[config.mk]
export PLATFORM = sky130hd
export DESIGN_NAME = rivm_vector_map
export DESIGN_NICKNAME = d
export VERILOG_FILES = /design/src/design/rivm_pkg.sv /design/src/design/rivm_sync.sv /design/src/design/rivm_vector_map.sv
export VERILOG_INCLUDE_DIRS = /design/src /design/src/design
export SDC_FILE = /design/constraint.sdc
export NUM_CORES = 1
export LEC_CHECK = 0
export BUFFER_PORTS_ARGS = -buffer_cell sky130_fd_sc_hd__clkbuf_2
export CAP_MARGIN = 25
export CORE_AREA = 2 2 64 66
export DETAILED_ROUTE_END_ITERATION = 16
export DIE_AREA = 0 0 66 68
export PLACE_DENSITY = 0.65
export SYNTH_ARGS = -nofsm -noshare
export SYNTH_HDL_FRONTEND = slang
export SYNTH_SLANG_ARGS = --single-unit
[constraint.sdc]
create_clock -name mclk -period 2.05 [get_ports mclk]
set_input_delay 0.205 -clock mclk [delete_from_list [all_inputs] [get_ports mclk]]
set_output_delay 0.205 -clock mclk [all_outputs]
set_load 0.05 [all_outputs]
[src/design/rivm_map.svh]
// vector numbering, base word addresses and placement constants
`ifndef RIVM_MAP_SVH
`define RIVM_MAP_SVH
`define RIVM_ADDR_W 13
`define RIVM_RESET_ADDR 13'h0000
`define RIVM_VEC_BASE 13'h0002
`define RIVM_VEC_STRIDE 13'h0002
`define RIVM_NUM_IRQ 20
`define RIVM_IDX_W 5
`define RIVM_FUSE_PROG 1'b0
`define RIVM_UNLOCK_CYCLES 3'h4
`define RIVM_BOOT_SZ_W 2
// boot start per size code 00..11, word addresses
`define RIVM_BOOT_START_0 13'h1800
`define RIVM_BOOT_START_1 13'h1c00
`define RIVM_BOOT_START_2 13'h1e00
`define RIVM_BOOT_START_3 13'h1f00
`endif

[src/design/rivm_pkg.sv]
// types for the reset and interrupt vector address logic
package rivm_pkg;
    typedef enum logic [1:0] {
        RIVM_IDLE,
        RIVM_OPEN
    } rivm_unlock_t;
endpackage

[src/design/rivm_sync.sv]
// two-flop synchroniser for one asynchronous level
module rivm_sync (
    input wire logic mclk,
    input wire logic resetn,
    input wire logic async_in,
    output logic sync_out
);
    logic stage1_ff;
    logic stage2_ff;
    logic nxt_stage1;
    logic nxt_stage2;

    // stage one feeds only stage two
    always_comb begin
        nxt_stage1 = async_in;
        nxt_stage2 = stage1_ff;
    end

    // both stages clear together, so a fuse reads programmed until synced
    always_ff @(posedge mclk or negedge resetn) begin
        if (!resetn) begin
            stage1_ff <= 1'b0;
            stage2_ff <= 1'b0;
        end else begin
            stage1_ff <= nxt_stage1;
            stage2_ff <= nxt_stage2;
        end
    end

    assign sync_out = stage2_ff;
endmodule

[src/design/rivm_vector_map.sv]
// reset entry and interrupt vector address selection for the core
// Operation
// - every reset cause starts at word zero unless the boot fuse is programmed
// - external requests vector to 002, 004, 024
// - wide timer events vector 00a to 010
// - eight-bit timers vector 006, 008, 012, 026
// - serial events vector 014 to 01a, 022
// - adc, eeprom, comparator, store vectors 01c-028
// - programmed boot fuse moves reset to boot
// - select bit adds boot start to vectors
// - four fuse and select placement combinations
// - vector fetched only when interrupt taken
// - select change needs unlock within four cycles
// - boot start follows boot size fuses
`include "rivm_map.svh"
module rivm_vector_map
    import rivm_pkg::*;
(
    input wire logic mclk,
    input wire logic resetn,
    input wire logic boot_reset_fuse,
    input wire logic [1:0] boot_section_size_fuses,
    input wire logic core_reset_pending,
    input wire logic ctrl_write,
    input wire logic ctrl_unlock_wdata,
    input wire logic ctrl_select_wdata,
    input wire logic irq_enable_global,
    input wire logic irq_ack,
    input wire logic ext_request_zero,
    input wire logic ext_request_one,
    input wire logic timer_b_compare_event,
    input wire logic timer_b_overflow_event,
    input wire logic wide_timer_capture_event,
    input wire logic wide_timer_compare_a_event,
    input wire logic wide_timer_compare_b_event,
    input wire logic wide_timer_overflow_event,
    input wire logic timer_a_overflow_event,
    input wire logic spi_transfer_done,
    input wire logic serial_receive_done,
    input wire logic serial_tx_buffer_empty,
    input wire logic serial_transmit_done,
    input wire logic adc_conversion_done,
    input wire logic eeprom_write_ready,
    input wire logic comparator_event,
    input wire logic two_wire_event,
    input wire logic ext_request_two,
    input wire logic timer_a_compare_event,
    input wire logic program_store_ready,
    output logic pc_load,
    output logic [12:0] pc_load_addr,
    output logic [4:0] taken_index,
    output logic vector_place_select,
    output logic vector_change_unlock
);
    localparam int NIRQ = `RIVM_NUM_IRQ;

    logic [NIRQ-1:0] req;
    logic fuse_sync;
    logic [1:0] size_sync;
    logic [12:0] boot_start;
    logic found;
    logic [4:0] win;

    // fuses arrive as pin levels, so each passes two flops first
    rivm_sync u_sync_fuse (
        .mclk(mclk),
        .resetn(resetn),
        .async_in(boot_reset_fuse),
        .sync_out(fuse_sync)
    );
    rivm_sync u_sync_sz0 (
        .mclk(mclk),
        .resetn(resetn),
        .async_in(boot_section_size_fuses[0]),
        .sync_out(size_sync[0])
    );
    rivm_sync u_sync_sz1 (
        .mclk(mclk),
        .resetn(resetn),
        .async_in(boot_section_size_fuses[1]),
        .sync_out(size_sync[1])
    );

    // request vector in table order: bit i is vector number i+2
    assign req = {program_store_ready, timer_a_compare_event,
                  ext_request_two, two_wire_event,
                  comparator_event, eeprom_write_ready,
                  adc_conversion_done, serial_transmit_done,
                  serial_tx_buffer_empty, serial_receive_done,
                  spi_transfer_done, timer_a_overflow_event,
                  wide_timer_overflow_event, wide_timer_compare_b_event,
                  wide_timer_compare_a_event,
                  wide_timer_capture_event,
                  timer_b_overflow_event, timer_b_compare_event,
                  ext_request_one, ext_request_zero};

    // boot section start from size code
    always_comb begin
        unique case (size_sync)
            2'h0: boot_start = `RIVM_BOOT_START_0;
            2'h1: boot_start = `RIVM_BOOT_START_1;
            2'h2: boot_start = `RIVM_BOOT_START_2;
            2'h3: boot_start = `RIVM_BOOT_START_3;
        endcase
    end

    // fixed priority: scan from the top so the lowest index wins
    always_comb begin
        found = 1'b0;
        win = 5'h00;
        for (int i = NIRQ - 1; i >= 0; i--) begin
            if (req[i]) begin
                found = 1'b1;
                win = 5'(i);
            end
        end
    end

    // unlock sequence for the placement select bit
    rivm_unlock_t state_ff, nxt_state;
    logic open_ff, nxt_open;
    logic [2:0] win_cnt_ff, nxt_win_cnt;
    logic sel_ff, nxt_sel;

    always_comb begin
        nxt_state = state_ff;
        nxt_win_cnt = win_cnt_ff;
        nxt_sel = sel_ff;
        unique case (state_ff)
            RIVM_IDLE: begin
                if (ctrl_write && ctrl_unlock_wdata) begin
                    nxt_state = RIVM_OPEN;
                    nxt_win_cnt = `RIVM_UNLOCK_CYCLES;
                end
            end
            RIVM_OPEN: begin
                if (ctrl_write && !ctrl_unlock_wdata) begin
                    nxt_sel = ctrl_select_wdata;
                    nxt_state = RIVM_IDLE;
                    nxt_win_cnt = 3'h0;
                end else if (ctrl_write) begin
                    nxt_win_cnt = `RIVM_UNLOCK_CYCLES;
                end else if (win_cnt_ff == 3'h1) begin
                    // late write would be ignored: window closes
                    nxt_state = RIVM_IDLE;
                    nxt_win_cnt = 3'h0;
                end else begin
                    nxt_win_cnt = win_cnt_ff - 3'h1;
                end
            end
        endcase
        // window flag has its own flop so the output is registered
        nxt_open = (nxt_state == RIVM_OPEN);
    end

    // state, window count and select bit registers
    always_ff @(posedge mclk or negedge resetn) begin
        if (!resetn) begin
            state_ff <= RIVM_IDLE;
            win_cnt_ff <= 3'h0;
            sel_ff <= 1'b0;
            open_ff <= 1'b0;
        end else begin
            state_ff <= nxt_state;
            win_cnt_ff <= nxt_win_cnt;
            sel_ff <= nxt_sel;
            open_ff <= nxt_open;
        end
    end

    // program counter load
    logic load_ff, nxt_load;
    logic [12:0] addr_ff, nxt_addr;
    logic [4:0] idx_ff, nxt_idx;
    logic busy_ff, nxt_busy;

    // reset entry has priority; one interrupt vector per ack
    always_comb begin
        nxt_load = 1'b0;
        nxt_addr = addr_ff;
        nxt_idx = idx_ff;
        nxt_busy = busy_ff && !irq_ack;
        if (core_reset_pending) begin
            nxt_load = 1'b1;
            nxt_idx = 5'h00;
            nxt_busy = 1'b0;
            if (fuse_sync == `RIVM_FUSE_PROG) begin
                nxt_addr = boot_start;
            end else begin
                nxt_addr = `RIVM_RESET_ADDR;
            end
        end else if (found && irq_enable_global && !busy_ff) begin
            // only a taken interrupt fetches its slot
            nxt_load = 1'b1;
            nxt_busy = 1'b1;
            nxt_idx = win;
            nxt_addr = `RIVM_VEC_BASE
                + 13'(win) * `RIVM_VEC_STRIDE
                + (sel_ff ? boot_start : 13'h0000);
        end
    end

    // load pulse and held address and index; address keeps its last value
    always_ff @(posedge mclk or negedge resetn) begin
        if (!resetn) begin
            load_ff <= 1'b0;
            addr_ff <= `RIVM_RESET_ADDR;
            idx_ff <= 5'h00;
            busy_ff <= 1'b0;
        end else begin
            load_ff <= nxt_load;
            addr_ff <= nxt_addr;
            idx_ff <= nxt_idx;
            busy_ff <= nxt_busy;
        end
    end

    assign pc_load = load_ff;
    assign pc_load_addr = addr_ff;
    assign taken_index = idx_ff;
    assign vector_place_select = sel_ff;
    assign vector_change_unlock = open_ff;

    // checks compare against the values the load was computed from
    AST_RESET_ADDR: assert property (
        @(posedge mclk) disable iff (!resetn)
        core_reset_pending |=> pc_load && pc_load_addr ==
            ($past(fuse_sync) ? `RIVM_RESET_ADDR : $past(boot_start)))
        else $error("reset entry address wrong");
    AST_VEC_ADDR: assert property (
        @(posedge mclk) disable iff (!resetn)
        pc_load && !$past(core_reset_pending) |-> pc_load_addr ==
            `RIVM_VEC_BASE + 13'(taken_index) * `RIVM_VEC_STRIDE
            + ($past(vector_place_select) ? $past(boot_start) : 13'h0000))
        else $error("vector address wrong");
    AST_LOWEST_WINS: assert property (
        @(posedge mclk) disable iff (!resetn)
        !core_reset_pending && irq_enable_global && !busy_ff && req[0]
        |=> pc_load && taken_index == 5'h00)
        else $error("lowest vector not chosen");
    AST_NO_FETCH: assert property (
        @(posedge mclk) disable iff (!resetn)
        !core_reset_pending && !(found && irq_enable_global)
        |=> !pc_load)
        else $error("fetch without taken interrupt");
    AST_LOCKED_SEL: assert property (
        @(posedge mclk) disable iff (!resetn)
        !vector_change_unlock |=>
            vector_place_select == $past(vector_place_select))
        else $error("select changed without unlock");
    AST_WINDOW_LEN: assert property (
        @(posedge mclk) disable iff (!resetn)
        $rose(vector_change_unlock) ##0 (!ctrl_write) [*4]
        |=> !vector_change_unlock)
        else $error("unlock window too long");
    AST_BOOT_FUSE: assert property (
        @(posedge mclk) disable iff (!resetn)
        core_reset_pending && !fuse_sync |=>
            pc_load_addr == $past(boot_start)
            && pc_load_addr != `RIVM_RESET_ADDR)
        else $error("boot reset not applied");
    AST_EXT_TWO: assert property (
        @(posedge mclk) disable iff (!resetn)
        pc_load && taken_index == 5'h11 && !$past(vector_place_select)
        && !$past(core_reset_pending) |-> pc_load_addr == 13'h0024)
        else $error("request two vector wrong");
endmodule

==> results of run 1 <==
registers in the layout, summed over array words and instances (netlist names), 2 cells and up:
register / cells
win_cnt_ff: 3
taken_index: 5
state_ff: 2
pc_load_addr: 10
layer usage:
layer | GRT usage (%) | part of all wire, % | vias up
met3 | 6.09 | 5.3 | 7
met1 | 19.3 | 47 | 587
met5 | 0 | 0 | -
li1 | - | - | 663
met4 | 6.12 | 1.5 | 0
met2 | 25.5 | 46 | 31
report_power, final:
part | switching [uW] | internal [uW]
Sequential | 31.1 | 643
Combinational | 246 | 115
Clock | 227 | 269
worst paths after layout:
check	startpoint	endpoint
hold / removal	resetn	pc_load_addr[1]$_DFFE_PN0P_
max in group asynchronous	resetn	pc_load_addr[5]$_DFFE_PN0P_
setup / recovery	timer_a_overflow_event	pc_load_addr[5]$_DFFE_PN0P_
hold reg to reg	u_sync_sz1.nxt_stage2$_DFF_PN0_	u_sync_sz1.sync_out$_DFF_PN0_
setup reg to reg	busy_ff$_DFF_PN0_	pc_load_addr[8]$_DFFE_PN0P_
min in group mclk	boot_section_size_fuses[1]	u_sync_sz1.nxt_stage2$_DFF_PN0_
cells in the mapped netlist (3+ instances only):
library cell  number  area [um2]
inv_1              7        26.3
a211oi_1           4        30.0
dfrtp_1           30         751
a21oi_1           13        65.1
nor3_1             4        20.0
nand2b_1           3        18.8
nand2_1           14        52.6
ha_1               3        37.5
and2_1             3        18.8
buf_4              3        22.5
nand3_1            6        30.0
nor2_1            17        63.8
logic make-up after synthesis:
group | after synthesis | share of synthesized area (%)
AOI/OAI and AO/OA | 38 | 19.0
adders and majority gates | 3 | 2.53
muxes | 2 | 1.44
xor gates and xnor gates | 1 | 0.591
DFF | 30 | 50.7
other | 1 | 0.253
and+or+nand+nor | 61 | 21.2
buffers and inverters | 14 | 4.31
layout make-up:
class                           instances  area [um2]  share of cell area, %
Clock buffer                            6        82.6                   4.24
Clock inverter                          2        12.5                  0.642
Inverter                                9        33.8                   1.73
Multi-Input combinational cell        107         671                   34.4
Sequential cell                        30         751                   38.5
Tap cell                               50        62.6                   3.21
Timing Repair Buffer                   61         335                   17.2
cells in the final DEF, fill, tap and decap left out, types with 2 or more instances in the layout:
cell type,instances
a31oi_1,2
nor4_2,2
clkbuf_8,6
o21ai_0,2
clkbuf_2,49
or3_1,2
inv_1,7
nand2b_1,3
a21oi_1,13
conb_1,2
and2_1,3
dfrtp_1,30
nor2_1,17
a221oi_1,2
o31ai_1,2
inv_2,2
nor3_1,4
buf_4,12
a211oi_1,4
nand3_1,6
ha_1,3
a22o_1,2
nand2_1,14
through the flow:
| stage | setup slack (ns) | instances | total power, uW | hold WS (ns) | setup TNS (ns) |
|---|---|---|---|---|---|
| 2_1_floorplan | 0.104 | 151 | 926 | -0.0906 | 0 |
| 3_3_place_gp | 0.0245 | 257 | 1040 | 0.300 | 0 |
| 3_5_place_dp | -0.0534 | 257 | 1050 | 0.313 | -0.0534 |
| 4_1_cts | 0.215 | 265 | 1550 | 0.00964 | 0 |
| 5_1_grt | 0.0536 | 265 | 1620 | 0.00786 | 0 |
| 6_report | 0.231 | 265 | 1530 | -0.0303 | 0 |
==> flow_metrics.tcl, run 1 <==
set metrics [dict create \
    status "finished, violations left" \
    violations "negative hold slack" \
    worstSetupPathType "primary input to flip-flop" \
    clock_latency_ns 0.28 \
    syn-cell-area_mm2 0.00148 \
    hold_class "primary input to asynchronous set/reset pin" \
    drt_iter0_markers 72 \
    start_util_pct 38.4 \
    fin_crit_sh_pct 88.7 \
    clock_skew_ns 0.00226 \
    dieArea_mm2 0.00449 \
    grt_max_degree 31 \
    fmaxAchievable_mhz 550 \
    fin_util_pct 50.5 \
    timing.critical_path.buf_inv 1 \
    rsz0062_at_grt "false" \
    slew_headroom_pct 51.3 \
    grtUsageTotal_pct 15.8 \
    nets 248 \
    grt_pass1_wl_um 5270 \
    placed_cell_area_mm2 0.00185 \
    ff2ff_path_depth 5 \
    cts.sinks 30 \
    cts-buffers-inserted 5 \
    cts_tree "built" \
    start_kind "primary input" \
    ys_seq_area_share_pct 50.7 \
    final_antenna_net_count 0 \
    cp_data_arrival_time_ns 2.03 \
    slew_viol_final 0 \
    syn_avg_cell_area_um2 9.88 \
    crit_path_end_kind "flip-flop" \
    avgViaCountPerCell 4.86 \
    fill_cells 380 \
    cap_violations 0 \
    drc_errors 0 \
    grt_pass1_vias 1188 \
    antenna_found_initial 0 \
    final_area_mm2 0.00195 \
    path_depth 10 \
    first_pass_iters 4 \
    wirelength_um 3170 \
    yosysWarnings 0 \
    min_period_ns 1.82 \
    crit_family "compound AO/OA/AOI/OAI gates" \
    wl_per_cell_um 12.0 \
    hold_violations 30 \
    setup_viol 0 \
    synth_edf_count 0 \
    required_ns 2.26 \
    clockBufferDepth 2 \
    gp_congestion 0.830 \
    drive_gt1_share_pct 37.7 \
    power.leakage_uw 0.000949 \
    dieWidth_um 66 \
    netlist_instances 150 \
    path_cells "clkbuf_2 -> or3_1 -> a221oi_2 -> o21ai_1 -> a221oi_1 -> ha_1 -> nand4_1 -> a211oi_1 -> a21oi_1 -> nor2_1" \
    ys_ff_latch 30 \
    core_mm2 0.00386 \
    overflow 0 \
    fin_worst_hold_slack_ns -0.0303 \
    cts-resized-gates 0 \
    cts-root-buf "clkbuf_8" \
    critPathSlowestCell "or3_1" \
    n_antenna_cell 0 \
    hpwl_um 2480 \
    clk_pin_slew_worst_paths_ns 0.06 \
    tightestPinTransition_ns 0.731 \
    synth.distinct_cells 46 \
    async_flop_share_pct 100 \
    port_buffers 49 \
    r2r_slack_ns 0.45 \
    htree_num_levels 2 \
    rows 23 \
    via_count 1288 \
    slowest_delay_ns 0.39 \
    die_h_um 68 \
    cts_setup_buffers 0 \
    peakVddDrop_mv 0.403 \
    cts.hold.buffers_added 0 \
    ys_dominant_reg_cell "dfrtp_1" \
    boundaryPins 52 \
    p_per_area_mw_per_mm2 786 \
    crit_fanout 2 \
    syn_to_final_growth_pct 31.5 \
]
(Power assumes the default switching activity.)
==> inputs of run 2 (changes only) <==
PLACE_DENSITY = 0.68   (was 0.65)
==> run 2 against run 1 <==
- the flow now finishes without violations
- count of clock-buffer cells in the layout unchanged
- non-clock buffer count increased by 1
- die area is the same
- combinational power barely moved
- cell count grew 0.38%
- worst setup slack got worse by 0.026 ns
- largest power group unchanged
- highest routed layer unchanged
==> flow_metrics.tcl, run 2 (same netlist as run 1, synthesis figures left out) <==
set metrics [dict create \
    power.leakage_uw 0.000952 \
    hold_class "primary input to flip-flop" \
    cts-resized-gates 0 \
    start_util_pct 38.4 \
    antenna_found_initial 0 \
    cts_setup_buffers 0 \
    final_cell_mix "clkbuf_2, dfrtp_1, nor2_1, nand2_1, a21oi_1" \
    min_from "boot_section_size_fuses[0]" \
    crit_family "compound AO/OA/AOI/OAI gates" \
    dieWidth_um 66 \
    largest_reg_flops 10 \
    slowest_delay_ns 0.39 \
    cts-root-buf "clkbuf_8" \
    drive_gt1_share_pct 37.5 \
    avgViaCountPerCell 4.90 \
    crit_path_end_kind "flip-flop" \
    syn_to_final_growth_pct 32.2 \
    hold_path_depth 1 \
    hpwl_um 2480 \
    power_uw 1530 \
    dp_cells 257 \
    tightestPinTransition_ns 0.717 \
    cts.sinks 30 \
    grtUsageTotal_pct 15.2 \
    timing.critical_path.buf_inv 1 \
    core_mm2 0.00386 \
    placed_cell_area_mm2 0.00185 \
    clockBufferDepth 2 \
    finalWorstSetupSlack_ns 0.204 \
    rsz0062_at_grt "false" \
    layout_commonest_cell "clkbuf_2" \
    place_ws_ns -0.105 \
    via_count 1303 \
    first_pass_iters 4 \
    cap_violations 0 \
    fin_worst_hold_slack_ns 0.0276 \
    clock_latency_ns 0.28 \
    clock_skew_ns 0.00675 \
    p_per_area_mw_per_mm2 780 \
    n_antenna_cell 0 \
    required_ns 2.26 \
    grt_pass1_vias 1243 \
    slew_headroom_pct 52.2 \
    rr_endpoint "taken_index[1]$_DFFE_PN0P_" \
    min_to "u_sync_sz0.nxt_stage2$_DFF_PN0_" \
    cts_tree "built" \
    status "complete, no violations" \
    grt_max_degree 31 \
    grt_pass1_wl_um 5220 \
    crit_fanout 2 \
    hold_violations 0 \
    instances_no_fill 266 \
    dieArea_mm2 0.00449 \
    htree_num_levels 2 \
    min_period_ns 1.85 \
    wl_per_cell_um 11.7 \
    cp_data_arrival_time_ns 2.06 \
    nets 249 \
    fmaxAchievable_mhz 542 \
    gp_congestion 0.833 \
    regToRegStartpoint "busy_ff$_DFF_PN0_" \
    critPathSlowestCell "or3_1" \
    rows 23 \
    overflow 0 \
    worstSetupPathType "primary input to flip-flop" \
    slew_viol_final 0 \
    die_h_um 68 \
    r2r_slack_ns 0.51 \
    start_kind "primary input" \
    drc_errors 0 \
    final_area_mm2 0.00196 \
    final_antenna_net_count 0 \
    boundaryPins 52 \
    cts-buffers-inserted 5 \
    setup_viol 0 \
    clk_pin_slew_worst_paths_ns 0.07 \
    drt_iter0_markers 39 \
    port_buffers 49 \
    peakVddDrop_mv 0.448 \
    wirelength_um 3120 \
    ff2ff_path_depth 5 \
    fin_crit_sh_pct 90.0 \
    path_cells "clkbuf_2 -> or3_1 -> a221oi_2 -> o21ai_1 -> a221oi_1 -> ha_1 -> nand4_1 -> a211oi_1 -> a21oi_1 -> nor2_1" \
]
-- run 2: timing repair --
action,in CTS,in global routing
hold buffers,1,0
endpoints found under the hold margin,25,0
endpoints found under the setup margin,0,0
-- run 2: worst max-delay path by stage --
| stage | startpoint | to | slack, ns | cells after the start |
|---|---|---|---|---|
| 2_1_floorplan | timer_a_overflow_event | pc_load_addr[5]$_DFFE_PN0P_ | 0.10 | 9 |
| 3_3_place_gp | timer_a_overflow_event | pc_load_addr[5]$_DFFE_PN0P_ | 0.01 | 10 |
| 3_5_place_dp | timer_a_overflow_event | pc_load_addr[5]$_DFFE_PN0P_ | -0.10 | 10 |
| 4_1_cts | timer_a_overflow_event | pc_load_addr[5]$_DFFE_PN0P_ | 0.19 | 10 |
| 5_1_grt | timer_a_overflow_event | pc_load_addr[5]$_DFFE_PN0P_ | 0.03 | 10 |
| 6_report | timer_a_overflow_event | pc_load_addr[5]$_DFFE_PN0P_ | 0.20 | 10 |
-- run 2: final cells by class --
class	count	area [um2]
repair buffers	62	345
flip-flops and latches	30	751
fillers	394	1900
inverters	9	33.8
multi-input cells	107	671
clock buffers	6	82.6
well taps	50	62.6
clock inverters	2	12.5
-- run 2: stage by stage --
step                util [%]  TNS (ns)
floorplan                  -         0
global placement        48.1         0
detailed placement      48.1    -0.151
CTS                     50.8         0
global route            50.8         0
finish                  50.8         0
-- run 2: power by group --
part	switching, uW	total [uW]	internal [uW]
logic	245	361	115
registers	29.7	673	643
clock network	225	495	269
-- run 2: layer usage --
layer	GRT usage, %	wire (um)
met4	5.36	26
met2	26.5	1550
met3	3.95	138
met5	0	0
met1	18.1	1410
==> inputs of run 3 (changes only) <==
CELL_PAD_IN_SITES_DETAIL_PLACEMENT = 2   (was unset)
CELL_PAD_IN_SITES_GLOBAL_PLACEMENT = 2   (was unset)
CORE_AREA = 2 2 75 77   (was 2 2 64 66)
DIE_AREA = 0 0 77 79   (was 0 0 66 68)
PLACE_DENSITY = 0.79   (was 0.68)
==> run 3 against run 2 <==
- sequential power rose by 0.6%
- worst setup slack improved by 0.054 ns
- clock power rose by 1%
- critical path depth did not move
- sequential share of layout area fell by 1.1 points
- routed wire length rose by 41%
- count of clock-buffer cells in the layout did not move
- fmax rose by 3.0%
- first-iteration DRC count rose by 15%
- core utilization fell by 13 points
- via count rose by 5.6%
- hold slack got worse by 0.0059 ns
- critical path type unchanged
- largest power group unchanged
==> flow_metrics.tcl, run 3 (same netlist as run 1, synthesis figures left out) <==
set metrics [dict create \
    power.leakage_uw 0.000969 \
    tightestPinTransition_ns 0.722 \
    ff2ff_path_depth 5 \
    place_ws_ns -0.135 \
    min_to "u_sync_sz0.nxt_stage2$_DFF_PN0_" \
    min_period_ns 1.79 \
    fin_crit_sh_pct 87.4 \
    grt_max_degree 31 \
    drc_errors 0 \
    power_frac_seq_pct 43.4 \
    power_uw 1560 \
    hold_path_depth 1 \
    cts-buffers-inserted 5 \
    rows 27 \
    cts_tree "built" \
    start_kind "primary input" \
    wl_per_cell_um 15.1 \
    hold_class "primary input to flip-flop" \
    cts.sinks 30 \
    p_clk_share_pct 32.1 \
    min_from "boot_section_size_fuses[0]" \
    finalWorstSetupSlack_ns 0.258 \
    fmaxAchievable_mhz 558 \
    p_per_area_mw_per_mm2 775 \
    power.share.combinational_pct 24.6 \
    nets 252 \
    start_util_pct 27.8 \
    drt_iter0_markers 45 \
    status "complete, no violations" \
    regToRegStartpoint "busy_ff$_DFF_PN0_" \
    clock_skew_ns 0.00290 \
    fill_cells 637 \
    final_antenna_net_count 0 \
    via_count 1376 \
    grtUsageTotal_pct 15.8 \
    layout_commonest_cell "clkbuf_2" \
    slew_headroom_pct 51.9 \
    cts_setup_buffers 0 \
    n_antenna_cell 0 \
    port_buffers 49 \
    drive_gt1_share_pct 38.8 \
    overflow 0 \
    clk_pin_slew_worst_paths_ns 0.07 \
    p_switching_uw 529 \
    hpwl_um 3440 \
    fin_worst_hold_slack_ns 0.0217 \
    antenna_found_initial 0 \
    required_ns 2.27 \
    rr_endpoint "pc_load_addr[8]$_DFFE_PN0P_" \
    cp_data_arrival_time_ns 2.01 \
    boundaryPins 52 \
    dieWidth_um 77 \
    htree_num_levels 2 \
    intPower_uw 1030 \
    clockBufferDepth 2 \
    crit_fanout 2 \
    largest_reg_flops 10 \
    peakVddDrop_mv 0.321 \
    clock_latency_ns 0.29 \
    setup_viol 0 \
    wirelength_um 4400 \
    worstSetupPathType "primary input to flip-flop" \
    final_cell_mix "clkbuf_2, dfrtp_1, nor2_1, buf_4, nand2_1" \
    first_pass_iters 4 \
    switching_share_pct 33.9 \
    crit_path_end_kind "flip-flop" \
    gp_congestion 0.763 \
    core_mm2 0.00534 \
    grt_pass1_wl_um 7560 \
    slew_viol_final 0 \
    die_h_um 79 \
    avgViaCountPerCell 4.73 \
    syn_to_final_growth_pct 36.0 \
    dieArea_mm2 0.00608 \
    rsz0062_at_grt "false" \
    grt_pass1_vias 1532 \
    cts-root-buf "clkbuf_8" \
    hold_violations 0 \
    r2r_slack_ns 0.42 \
    cap_violations 0 \
]
[run 3: cell count changes in the layout (fill, tap and decap cells not counted)]
cell | previous run | this run
a221oi_1 | 2 | 1
a221oi_2 | 1 | 2
buf_4 | 12 | 15
[run 3: layout make-up]
cell class	count	area [um2]	share of cell area [%]
repair buffers	65	368	18.3
clock inverters	2	12.5	0.621
well taps	72	90.1	4.47
inverters	9	33.8	1.68
multi-input cells	107	677	33.6
clock buffers	6	82.6	4.10
flip-flops and latches	30	751	37.3
[run 3: per-layer routing]
metal / wire length (um) / part of all wire (%) / up-vias / global-route usage [%]
li1: - / - / 668 / -
met5: 0 / 0 / - / 0
met1: 1820 / 41 / 675 / 18.7
met3: 126 / 2.9 / 9 / 3.30
met4: 93 / 2.1 / 0 / 6.25
met2: 2360 / 54 / 24 / 28.0
[run 3: power by group through the flow]
stage               combinational [uW]  clock [uW]  sequential [uW]
finish                             383         501              677
global route                       424         541              683
CTS                                390         526              678
detailed placement                 383           0              688
global placement                   370           0              684
floorplan                          151           0              775
[run 3: what timing repair did]
item | in CTS | in global routing
endpoints found under the setup margin | 0 | 1
hold buffers | 1 | 0
endpoints found under the hold margin | 30 | 0
gates resized for setup | 0 | 1
[run 3: per-stage QoR]
step                 TNS, ns  std cells  instance area (um2)  util (%)
floorplan                  0        151                 1490         -
CTS                        0        291                 2010      37.6
detailed placement    -0.187        282                 1900      35.7
global placement    -0.00799        282                 1900      35.7
finish                     0        291                 2010      37.7
global route               0        291                 2010      37.7
[run 3: worst max-delay path, stage by stage]
cell      delay (ns)
clkbuf_2        0.09
or3_1           0.40
a221oi_2        0.19
o21ai_1         0.13
a221oi_2        0.28
ha_1            0.22
nand4_1         0.09
a211oi_1        0.24
a21oi_1         0.07
nor2_1          0.08
[run 3: how the worst max path moves through the flow]
stage	startpoint	end	slack [ns]	depth (start not counted)
detailed placement	timer_a_overflow_event	pc_load_addr[5]$_DFFE_PN0P_	-0.14	10
floorplan	timer_a_overflow_event	pc_load_addr[5]$_DFFE_PN0P_	0.10	9
global placement	timer_a_overflow_event	pc_load_addr[5]$_DFFE_PN0P_	-0.008	10
finish	timer_a_overflow_event	pc_load_addr[5]$_DFFE_PN0P_	0.26	10
global route	timer_a_overflow_event	pc_load_addr[5]$_DFFE_PN0P_	0.06	10
CTS	timer_a_overflow_event	pc_load_addr[5]$_DFFE_PN0P_	0.18	10
